### src/inc/tdsr_consts.vh
// Purpose: constants of the thermal and device status register bank
// Assumes: included by the status register and assertion files of the bank
// Notes:   definitions only
`ifndef TDSR_CONSTS_VH
`define TDSR_CONSTS_VH

////////////////////////////////////////////////////////////////////////
// register map
`define TDSR_ADDR_W          7
`define TDSR_DATA_W          16
`define TDSR_ADDR_THERM      7'h41
`define TDSR_ADDR_DEV        7'h42

////////////////////////////////////////////////////////////////////////
// thermal protection status fields
`define TDSR_TH_SAFE_BIT     3
`define TDSR_TH_SEVERE_BIT   2
`define TDSR_TH_LOCAL_BIT    1
`define TDSR_TH_PREWARN_BIT  0
`define TDSR_TH_FLAG_W       4

////////////////////////////////////////////////////////////////////////
// device information status fields
`define TDSR_DV_CRC_EN_BIT   9
`define TDSR_DV_CRC_FAIL_BIT 8
`define TDSR_DV_PRIOR_HI     7
`define TDSR_DV_PRIOR_LO     6
`define TDSR_DV_RSVD5_BIT    5
`define TDSR_DV_SWDEV_BIT    4
`define TDSR_DV_WDC_HI       3
`define TDSR_DV_WDC_LO       2
`define TDSR_DV_SPI_FAIL_BIT 1
`define TDSR_DV_FAILURE_BIT  0

// sticky flags of the device register, packed {crc_fail, spi, failure}
`define TDSR_DV_FLAG_W       3
`define TDSR_DV_F_CRC        2
`define TDSR_DV_F_SPI        1
`define TDSR_DV_F_FAIL       0

////////////////////////////////////////////////////////////////////////
// field codes and reset values
`define TDSR_PRIOR_CLEARED   2'h0
`define TDSR_PRIOR_RESTART   2'h1
`define TDSR_PRIOR_SLEEP     2'h2
`define TDSR_WDC_ZERO        2'h0
`define TDSR_WDC_ONE         2'h1
`define TDSR_WDC_MAX         2'h3
`define TDSR_SAFE_CNT_W      5
`define TDSR_SAFE_LIMIT      5'h10
`define TDSR_SAFE_CNT_ZERO   5'h00
`define TDSR_SAFE_CNT_ONE    5'h01
`define TDSR_ZERO16          16'h0000

`endif

### src/hw/tdsr_sticky_flags.v
// Purpose: bank of sticky status flags with set-over-clear priority
// Assumes: set and clr are synchronous pulses or levels on sys_clk
// Notes:   flush clears every flag and wins over set
`timescale 1ns/1ps

module tdsr_sticky_flags
#(
  parameter W = 4
)
(
  input  wire         sys_clk,
  input  wire         rst_n,
  input  wire         flush,
  input  wire [W-1:0] set,
  input  wire [W-1:0] clr,
  output wire [W-1:0] flags
);

  ////////////////////////////////////////////////////////////////////
  // one flop per flag
  genvar i;
  generate
    for (i = 0; i < W; i = i + 1)
    begin : g_flag
      reg flag_q;
      reg flag_d;

      always @*
      begin
        flag_d = flag_q;
        if (flush)
          flag_d = 1'b0;
        else if (set[i])
          flag_d = 1'b1;
        else if (clr[i])
          flag_d = 1'b0;
      end

      always @(posedge sys_clk or negedge rst_n)
      begin
        if (!rst_n)
          flag_q <= 1'b0;
        else
          flag_q <= flag_d;
      end

      assign flags[i] = flag_q;
    end
  endgenerate

endmodule

### src/hw/tdsr_status_regs.v
// Purpose: thermal protection and device information status registers
// Assumes: serial framing, checksum check, watchdog and mode control
//          live outside and hand in decoded commands and event pulses
// Notes:   read data is registered on the same edge that takes the request
`timescale 1ns/1ps
`include "tdsr_consts.vh"

// Contract
// - thermal register bits 15 to 4 always read zero
// - safe-state flag sets after more than 16 consecutive severe shutdowns
// - severe overtemperature sets bit 2 and requests fail-safe mode
// - module overtemperature sets bit 1 and disables that module
// - thermal pre-warning sets bit 0
// - thermal flags stay set after the condition goes away
// - power-on or soft reset clears thermal register; restart keeps flags
// - bit 9 shows whether frame checksum checking is enabled
// - checksum failure sets bit 8, except during enable/disable sequence
// - prior-mode field: 01 failure or fail-safe wake, 10 sleep
// - prior-mode field holds until the host clears it to 00
// - sleep attempt with wake flags pending reports the sleep code
// - bit 4 follows the software development mode
// - watchdog failure counter saturates at 3, cleared only by device
// - invalid serial command sets bit 1, cleared only by serial command
// - checksum enable and failure bits readable in any checksum setting
// - device information read ignores the frame checksum
// - device information bits 15 to 10 always read zero
// - reset clears device register; restart keeps fields, bit 5 zero
module tdsr_status_regs
#(
  parameter ADDR_W = `TDSR_ADDR_W,
  parameter DATA_W = `TDSR_DATA_W
)
(
  input  wire              sys_clk,
  input  wire              rst_n,
  input  wire              soft_reset,
  input  wire              cmd_valid,
  input  wire [ADDR_W-1:0] cmd_addr,
  input  wire              cmd_rdclr,
  input  wire              cmd_crc_ok,
  input  wire              crc_enabled,
  input  wire              crc_seq_active,
  input  wire              crc_fail_evt,
  input  wire              prewarn_evt,
  input  wire              local_sd_evt,
  input  wire              severe_sd_evt,
  input  wire              severe_chain_break,
  input  wire              invalid_cmd_evt,
  input  wire              failure_evt,
  input  wire              restart_fail_evt,
  input  wire              sleep_entry_evt,
  input  wire              sleep_no_wake_evt,
  input  wire              software_development_indicator_mode,
  input  wire              watchdog_failure_counter_evt,
  input  wire              watchdog_failure_counter_clear,
  output reg  [DATA_W-1:0] rd_data_q,
  output reg               rd_valid_q,
  output reg               fail_safe_req_q,
  output reg               module_disable_q,
  output reg               long_wait_sel_q
);

  ////////////////////////////////////////////////////////////////////
  // address decode, shared by access and read path
  function is_therm;
    input [ADDR_W-1:0] a;
    begin
      is_therm = (a == `TDSR_ADDR_THERM);
    end
  endfunction

  function is_dev;
    input [ADDR_W-1:0] a;
    begin
      is_dev = (a == `TDSR_ADDR_DEV);
    end
  endfunction

  ////////////////////////////////////////////////////////////////////
  // declarations
  wire [`TDSR_TH_FLAG_W-1:0]  th_flags;
  wire [`TDSR_TH_FLAG_W-1:0]  th_set;
  wire [`TDSR_TH_FLAG_W-1:0]  th_clr;
  wire [`TDSR_DV_FLAG_W-1:0]  dv_flags;
  wire [`TDSR_DV_FLAG_W-1:0]  dv_set;
  wire [`TDSR_DV_FLAG_W-1:0]  dv_clr;
  wire                        acc_therm;
  wire                        acc_dev;
  wire                        clr_therm;
  wire                        clr_dev;
  wire                        safe_hit;
  reg  [`TDSR_SAFE_CNT_W-1:0] safe_cnt_q;
  reg  [`TDSR_SAFE_CNT_W-1:0] safe_cnt_d;
  reg  [1:0]                  prior_q;
  reg  [1:0]                  prior_d;
  reg  [1:0]                  wdc_q;
  reg  [1:0]                  wdc_d;
  reg                         swdev_q;
  reg                         crc_en_q;
  reg  [DATA_W-1:0]           therm_word;
  reg  [DATA_W-1:0]           dev_word;
  reg  [DATA_W-1:0]           rd_data_d;

  ////////////////////////////////////////////////////////////////////
  // access qualification
  // the thermal register obeys the checksum when checking is enabled
  assign acc_therm = cmd_valid && is_therm(cmd_addr)
                     && (!crc_enabled || cmd_crc_ok);
  // device information is served whatever the frame checksum says
  assign acc_dev   = cmd_valid && is_dev(cmd_addr);

  assign clr_therm = acc_therm && cmd_rdclr;
  assign clr_dev   = acc_dev && cmd_rdclr;

  ////////////////////////////////////////////////////////////////////
  // consecutive severe shutdown counter
  // counts up to the limit; the next event beyond it marks safe state
  assign safe_hit = severe_sd_evt
                    && (safe_cnt_q == `TDSR_SAFE_LIMIT);

  always @*
  begin
    safe_cnt_d = safe_cnt_q;
    if (soft_reset)
      safe_cnt_d = `TDSR_SAFE_CNT_ZERO;
    else if (severe_sd_evt && severe_chain_break)
      safe_cnt_d = `TDSR_SAFE_CNT_ONE;
    else if (severe_chain_break)
      safe_cnt_d = `TDSR_SAFE_CNT_ZERO;
    else if (severe_sd_evt && safe_cnt_q != `TDSR_SAFE_LIMIT)
      safe_cnt_d = safe_cnt_q + `TDSR_SAFE_CNT_ONE;
  end

  always @(posedge sys_clk or negedge rst_n)
  begin
    if (!rst_n)
      safe_cnt_q <= `TDSR_SAFE_CNT_ZERO;
    else
      safe_cnt_q <= safe_cnt_d;
  end

  ////////////////////////////////////////////////////////////////////
  // thermal sticky flags
  // flags only fall on a read-and-clear or reset, never by themselves
  assign th_set[`TDSR_TH_SAFE_BIT]    = safe_hit;
  assign th_set[`TDSR_TH_SEVERE_BIT]  = severe_sd_evt;
  assign th_set[`TDSR_TH_LOCAL_BIT]   = local_sd_evt;
  assign th_set[`TDSR_TH_PREWARN_BIT] = prewarn_evt;
  assign th_clr = {`TDSR_TH_FLAG_W{clr_therm}};

  tdsr_sticky_flags
  #(
    .W (`TDSR_TH_FLAG_W)
  )
  u_th_flags
  (
    .sys_clk (sys_clk),
    .rst_n   (rst_n),
    .flush   (soft_reset),
    .set     (th_set),
    .clr     (th_clr),
    .flags   (th_flags)
  );

  ////////////////////////////////////////////////////////////////////
  // thermal reactions toward the rest of the device
  always @(posedge sys_clk or negedge rst_n)
  begin
    if (!rst_n)
    begin
      fail_safe_req_q  <= 1'b0;
      module_disable_q <= 1'b0;
      long_wait_sel_q  <= 1'b0;
    end
    else
    begin
      fail_safe_req_q  <= severe_sd_evt;
      module_disable_q <= local_sd_evt;
      if (soft_reset || severe_chain_break)
        long_wait_sel_q <= 1'b0;
      else if (safe_hit)
        long_wait_sel_q <= 1'b1;
    end
  end

  ////////////////////////////////////////////////////////////////////
  // device information sticky flags
  assign dv_set[`TDSR_DV_F_CRC]  = crc_fail_evt && !crc_seq_active;
  assign dv_set[`TDSR_DV_F_SPI]  = invalid_cmd_evt;
  assign dv_set[`TDSR_DV_F_FAIL] = failure_evt;
  // the invalid command flag falls only through the serial access
  assign dv_clr = {`TDSR_DV_FLAG_W{clr_dev}};

  tdsr_sticky_flags
  #(
    .W (`TDSR_DV_FLAG_W)
  )
  u_dv_flags
  (
    .sys_clk (sys_clk),
    .rst_n   (rst_n),
    .flush   (soft_reset),
    .set     (dv_set),
    .clr     (dv_clr),
    .flags   (dv_flags)
  );

  ////////////////////////////////////////////////////////////////////
  // prior-mode field
  // a failure restart outranks a sleep code arriving in the same cycle
  always @*
  begin
    prior_d = prior_q;
    if (soft_reset)
      prior_d = `TDSR_PRIOR_CLEARED;
    else if (restart_fail_evt)
      prior_d = `TDSR_PRIOR_RESTART;
    else if (sleep_entry_evt || sleep_no_wake_evt)
      prior_d = `TDSR_PRIOR_SLEEP;
    else if (clr_dev)
      prior_d = `TDSR_PRIOR_CLEARED;
  end

  always @(posedge sys_clk or negedge rst_n)
  begin
    if (!rst_n)
      prior_q <= `TDSR_PRIOR_CLEARED;
    else
      prior_q <= prior_d;
  end

  ////////////////////////////////////////////////////////////////////
  // watchdog failure counter, saturating, cleared by the device only
  always @*
  begin
    wdc_d = wdc_q;
    if (soft_reset)
      wdc_d = `TDSR_WDC_ZERO;
    else if (watchdog_failure_counter_clear && watchdog_failure_counter_evt)
      wdc_d = `TDSR_WDC_ONE;
    else if (watchdog_failure_counter_clear)
      wdc_d = `TDSR_WDC_ZERO;
    else if (watchdog_failure_counter_evt && wdc_q != `TDSR_WDC_MAX)
      wdc_d = wdc_q + `TDSR_WDC_ONE;
  end

  always @(posedge sys_clk or negedge rst_n)
  begin
    if (!rst_n)
      wdc_q <= `TDSR_WDC_ZERO;
    else
      wdc_q <= wdc_d;
  end

  ////////////////////////////////////////////////////////////////////
  // hardware-updated mirrors
  always @(posedge sys_clk or negedge rst_n)
  begin
    if (!rst_n)
    begin
      swdev_q  <= 1'b0;
      crc_en_q <= 1'b0;
    end
    else
    begin
      swdev_q  <= software_development_indicator_mode;
      crc_en_q <= crc_enabled;
    end
  end

  ////////////////////////////////////////////////////////////////////
  // register images; reserved bits are held at zero
  always @*
  begin
    therm_word = `TDSR_ZERO16;
    therm_word[`TDSR_TH_FLAG_W-1:0] = th_flags;
  end

  always @*
  begin
    dev_word = `TDSR_ZERO16;
    dev_word[`TDSR_DV_CRC_EN_BIT]   = crc_en_q;
    dev_word[`TDSR_DV_CRC_FAIL_BIT] = dv_flags[`TDSR_DV_F_CRC];
    dev_word[`TDSR_DV_PRIOR_HI:`TDSR_DV_PRIOR_LO] = prior_q;
    dev_word[`TDSR_DV_SWDEV_BIT]    = swdev_q;
    dev_word[`TDSR_DV_WDC_HI:`TDSR_DV_WDC_LO] = wdc_q;
    dev_word[`TDSR_DV_SPI_FAIL_BIT] = dv_flags[`TDSR_DV_F_SPI];
    dev_word[`TDSR_DV_FAILURE_BIT]  = dv_flags[`TDSR_DV_F_FAIL];
  end

  ////////////////////////////////////////////////////////////////////
  // read path: the image before any clear of the same access
  always @*
  begin
    rd_data_d = `TDSR_ZERO16;
    if (acc_therm)
      rd_data_d = therm_word;
    else if (acc_dev)
      rd_data_d = dev_word;
  end

  always @(posedge sys_clk or negedge rst_n)
  begin
    if (!rst_n)
    begin
      rd_data_q  <= `TDSR_ZERO16;
      rd_valid_q <= 1'b0;
    end
    else
    begin
      rd_data_q  <= rd_data_d;
      rd_valid_q <= acc_therm || acc_dev;
    end
  end

endmodule

### config.mk
export PLATFORM = sky130hd
export DESIGN_NAME = tdsr_status_regs
export DESIGN_NICKNAME = d
export VERILOG_FILES = /design/src/hw/tdsr_sticky_flags.v /design/src/hw/tdsr_status_regs.v
export VERILOG_INCLUDE_DIRS = /design/src /design/src/inc
export SDC_FILE = /design/constraint.sdc
export NUM_CORES = 1
export LEC_CHECK = 0
export ABC_AREA = 1
export BUFFER_PORTS_ARGS = -buffer_cell sky130_fd_sc_hd__clkbuf_2
export CAP_MARGIN = 0
export CELL_PAD_IN_SITES_DETAIL_PLACEMENT = 1
export CELL_PAD_IN_SITES_GLOBAL_PLACEMENT = 1
export CORE_MARGIN = 1.5
export CORE_UTILIZATION = 39
export CTS_CLUSTER_SIZE = 14
export DETAILED_ROUTE_END_ITERATION = 10
export HOLD_SLACK_MARGIN = 0.08
export PLACE_DENSITY = 0.85
export SLEW_MARGIN = 20
export SYNTH_ARGS = -nofsm -noshare
export SYNTH_HDL_FRONTEND = slang
export SYNTH_HIERARCHICAL = 1
export SYNTH_SLANG_ARGS = --single-unit
### constraint.sdc
create_clock -name sys_clk -period 2.6 [get_ports sys_clk]
set_clock_uncertainty 0.1 [all_clocks]
set_input_delay 0.39 -clock sys_clk [delete_from_list [all_inputs] [get_ports sys_clk]]
set_output_delay 0.39 -clock sys_clk [all_outputs]
set_load 0.05 [all_outputs]
; Yosys cells after proc, flatten, opt, wreduce, memory -nomap -nowiden
; Cells that the tools add are included.
[word_totals]
output_inout_bits = 20
word_cells = 84
inputBits = 28
regBits = 38
[op_classes]
n_eq_ne = 5
muxes = 32
reduce_logical = 28
add_sub_neg = 2
[ops]
columns = cell, n
row1 = $reduce_bool A3 Y1, 7
row2 = $mux W10, 2
row3 = $mux W5, 4
row4 = $mux W1, 18
row5 = $mux W2, 8
row6 = $eq A7 B7 Y1 const B, 2
row7 = $reduce_bool A4 Y1, 3
row8 = $logic_and A1 B1 Y1, 11
row9 = $add A5 B1 Y5 const B, 1
row10 = $eq A5 B5 Y1 const B, 1
row11 = $ne A5 B5 Y1 const B, 1
row12 = $logic_or A1 B1 Y1, 4
row13 = $add A2 B1 Y2 const B, 1
row14 = $logic_not A1 Y1, 2
row15 = $ne A2 B2 Y1 const B, 1
row16 = $reduce_bool A2 Y1, 1

; Longest topological paths before layout
[depth]
ltp_word = 7
mapped_depth = 10
ltp_nobuf = 10

; By module
; Netlist, hierarchy kept.
[modules_own_cells]
columns = module, cells_each, seq_area_each_um2, instances, area_each_um2
row1 = tdsr_status_regs, 133, 600.6, 1, 1157.4
row2 = tdsr_sticky_flags (u_th_flags), 24, 100.1, 1, 195.2
row3 = tdsr_sticky_flags (u_dv_flags), 18, 75.1, 1, 146.4

; Worst setup path after synthesis
; Ideal clock, no wire load.
[synth_path]
path_kind = input -> register
from = in cmd_addr[5]
to = reg u_th_flags.g_flag[0].flag_q
cell_stages = 10
setup_time_ns = 0.120
slack_ns = 1.215
required_ns = 2.380
n_path_buf = 0
arrival_ns = 1.165
cell_sequence = nor2_2 -> nand2_2 -> nor2_8 -> inv_2 -> nor2_4 -> inv_2 -> nor2_2 -> inv_1 -> nand2_1 -> a21oi_1
[synth_via]
elab_chain_len = 5
[synth_lines]
columns = element, line
row1 = from (decl), tdsr_status_regs.v:38  ; input wire [ADDR_W-1:0] cmd_addr,
row2 = $eq A7 B7 Y1 (no source line), n/a
row3 = $logic_and A1 B1 Y1, tdsr_status_regs.v:107  ; assign acc_therm = cmd_valid && is_therm(cmd_addr)
row4 = $logic_and A1 B1 Y1, tdsr_status_regs.v:108  ; && (!crc_enabled || cmd_crc_ok);
row5 = $logic_and A1 B1 Y1, tdsr_status_regs.v:112  ; assign clr_therm = acc_therm && cmd_rdclr;
row6 = via clr_therm, tdsr_status_regs.v:89  ; wire clr_therm;
row7 = $reduce_bool A3 Y1 (no source line), n/a
row8 = to (signal assigned), tdsr_sticky_flags.v:44  ; flag_q <= flag_d;
row9 = to (decl), tdsr_sticky_flags.v:25  ; reg flag_q;
; The timed path passes the listed nets, and every way through them passes these cells.
; A chain may end at the register's enable or synchronous reset.

; Worst setup path after layout
[layout_path]
from = reg safe_cnt_q[0]
to = reg safe_cnt_q[0]
[layout_via]
elab_chain_len = 5
word_cells_on_any_way = 8
classes_between = add/sub: 1 / eq/ne: 1 / mux: 4 / reduce/logical: 2
[layout_lines]
columns = element, line
row1 = from (decl), tdsr_status_regs.v:92  ; reg [`TDSR_SAFE_CNT_W-1:0] safe_cnt_q;
row2 = from (signal assigned), tdsr_status_regs.v:137  ; safe_cnt_q <= `TDSR_SAFE_CNT_ZERO;
row3 = from (signal assigned), tdsr_status_regs.v:139  ; safe_cnt_q <= safe_cnt_d;
row4 = $add A5 B1 Y5 (no source line), n/a
row5 = $mux W5, tdsr_status_regs.v:130  ; else if (severe_sd_evt && safe_cnt_q != `TDSR_SAFE_LIMIT)
row6 = $mux W5, tdsr_status_regs.v:128  ; else if (severe_chain_break)
row7 = $mux W5, tdsr_status_regs.v:126  ; else if (severe_sd_evt && severe_chain_break)
row8 = $mux W5, tdsr_status_regs.v:124  ; if (soft_reset)
; Several ways; a longest one is shown, not always the timed one. The select of a mux whose other input is x is not followed.

==> flow_summary.json <==
{
  "status": "finished clean",
  "post-dp-hpwl_um": 2370,
  "crit_arrival_ps": 1500,
  "grt_use_total_pct": 18.3,
  "crit_fanout": 4,
  "rsz0062_at_grt": "no",
  "setup_viol": 0,
  "drc": 0,
  "grt_antenna_before_repair": 0,
  "synth_area_per_cell_um2": 8.57,
  "htree_levels": 2,
  "core_um2": 3690,
  "nNetsFinal": 245,
  "ant_nets": 0,
  "async_reset_ff_share_pct": 100,
  "grt_pass1_wl_um": 5640,
  "cts_setup_buffers": 0,
  "floorplan.initialDensity_pct": 40.6,
  "fp.dieH_um": 65.0,
  "die_w_um": 65.0,
  "vias_per_cell": 4.46,
  "clk_pin_slew_ps": 70,
  "r2r_setup_slack_ps": 1170,
  "critPathLaunch": "safe_cnt_q[0]$_DFFE_PN0P_",
  "postCtsHoldBufs": 0,
  "finalHoldViolCount": 0,
  "num_rows": 22,
  "utilization_pct": 48.2,
  "synth_ff_type": "dfrtp_1",
  "cts_sinks": 31,
  "cts-root-buf": "clkbuf_8",
  "drt-initial-drc-count": 29,
  "cts_buffers": 5,
  "endpoint": "safe_cnt_q[0]$_DFFE_PN0P_",
  "numPortBuffers": 40,
  "worst_pin_slew_ps": 771,
  "area_growth_pct": 18.5,
  "synth_cells": 175,
  "synth_cell_types": 22,
  "totalWireLength_um": 3170,
  "die_area_um2": 4220,
  "grt_remaining_overflow": 0,
  "synth_area_um2": 1500,
  "relSlewSlack_pct": 48.6,
  "wl_per_cell_um": 12.0,
  "fmax_ghz": 0.701,
  "antenna_cells": 0,
  "synth_edf_count": 0,
  "slew_viol_final": 0,
  "final_layout_size_suffix_gt1_share_pct": 27.0,
  "timing.setup.tns_ps": 0,
  "rr_worst_depth": 9,
  "grt_max_degree": 32,
  "endpoint_kind": "register",
  "first_global_vias": 1222,
  "firstDrtPassIters": 4,
  "crit_type": "register to register",
  "period_share_pct": 54.8,
  "clock_latency_ps": 290,
  "gp_congestion": 0.769,
  "io_pins": 48,
  "worstPathRequired_ps": 2670,
  "vias": 1174,
  "synth_seq_area_share_pct": 51.8,
  "ys_ff_latch": 31,
  "cap_violations": 0,
  "cts_resized": 0,
  "worst_hold_path_type": "input port to asynchronous set/reset pin",
  "ir_drop_mv": 0.323,
  "cp-start-kind": "register",
  "p_leak_nw": 0.997,
  "reg2reg_to": "safe_cnt_q[0]$_DFFE_PN0P_",
  "p_per_area_nw_per_um2": 582,
  "min_period_ps": 1430,
  "clock_tree.buffer_depth": 2,
  "yosysWarnings": 6,
  "r2r-start": "safe_cnt_q[0]$_DFFE_PN0P_",
  "cts_tree": "done"
}
[cells by family (layout without fill, tap and decap cells)]
group                      Yosys count  after routing  synth area share [%]
DFF                                 31             31                  51.8
AOI/OAI and AO/OA                   21             21                  8.18
and+or+nand+nor                     65             65                  19.6
other                                1              7                 0.250
buffers and inverters               52             86                  16.5
xor gates and xnor gates             2              2                  1.17
adders and majority gates            3              3                  2.50
[metrics by stage]
stage	power (W)	instance area (µm²)	hold WS, ps	cells	worst slack, ps
floorplan	0.000598	1520	-5.59	181	1210
global placement	0.000626	1680	358	255	1030
detailed placement	0.000631	1680	364	255	965
CTS	0.00105	1780	100	263	1150
global route	0.00109	1780	98.8	263	1010
finish	0.00103	1780	70.1	263	1170
[synth_stat cells, types with 2 or more instances]
cell type  number  area share, %
nand3_1         8            2.7
o21ai_1         3            1.0
ha_1            3            2.5
buf_4          14            7.0
nand2_1        31            7.8
nor2_2          2           0.83
inv_1          35            8.8
inv_2           3           0.75
nand2_2         3            1.3
a21oi_1        10            3.3
nor2_1         17            4.3
xor2_1          2            1.2
o21ai_0         5            1.7
dfrtp_1        31             52
[layer usage]
metal  GRT usage, %  vias to the layer above  wire [µm]
met1           20.8                      554       1340
met4           8.78                        0         80
met2           31.6                       29       1630
met3           5.21                        7        118
met5              0                        -          0
li1               -                      584          -
[power breakdown]
group | total [W] | switching [W] | internal (W)
Sequential | 0.000507 | 0.00000876 | 0.000499
Clock | 0.000414 | 0.000173 | 0.000241
Combinational | 0.000113 | 0.0000805 | 0.0000327
Total | 0.00103 | 0.000262 | 0.000772
[final cells by class]
| type | instances | area [µm²] |
|---|---|---|
| multi-input combinational | 98 | 498 |
| tap | 48 | 60.1 |
| timing repair buffer | 40 | 200 |
| clock buffer | 8 | 100 |
| sequential | 31 | 776 |
| fill | 477 | 1910 |
| inverter | 38 | 143 |
[cells in the final DEF, fill, tap and decap left out, types with 2 or more instances in the layout]
master	count
a21oi_1	10
clkbuf_2	40
clkbuf_8	7
conb_1	7
dfrtp_1	31
ha_1	3
inv_1	35
inv_2	3
nand2_1	31
nand2_2	3
nand3_1	8
nor2_1	17
nor2_2	2
o21ai_0	5
o21ai_1	3
xor2_1	2
[worst max-delay path, cell delays in order (launching register included)]
cell	delay, ps
dfrtp_1	420
inv_1	90
ha_1	160
nand2_1	60
inv_1	70
nand2_1	80
nand2_1	100
nand2_1	80
nand3_1	80
o21ai_1	70
[registers in the layout, indices dropped and copies added (netlist names)]
signal,cells
rd_data_q,9
safe_cnt_q,5
u_th_flags/g_flag.flag_q,4
u_dv_flags/g_flag.flag_q,3
prior_q,2
wdc_q,2
crc_en_q,1
fail_safe_req_q,1
long_wait_sel_q,1
module_disable_q,1
rd_valid_q,1
swdev_q,1
[worst min-delay path by stage]
stage | from | endpoint | slack [ps]
after floorplan | rst_n | crc_en_q$_DFF_PN0_ | -6
after global placement | crc_en_q$_DFF_PN0_ | rd_data_q[9]$_DFF_PN0_ | 360
after detailed placement | u_th_flags/g_flag[1].flag_q$_DFFE_PN0P_ | rd_data_q[1]$_DFF_PN0_ | 360
after CTS | rst_n | fail_safe_req_q$_DFF_PN0_ | 100
after global routing | software_development_indicator_mode | swdev_q$_DFF_PN0_ | 100
final | rst_n | fail_safe_req_q$_DFF_PN0_ | 70
(Power assumes the default switching activity.)
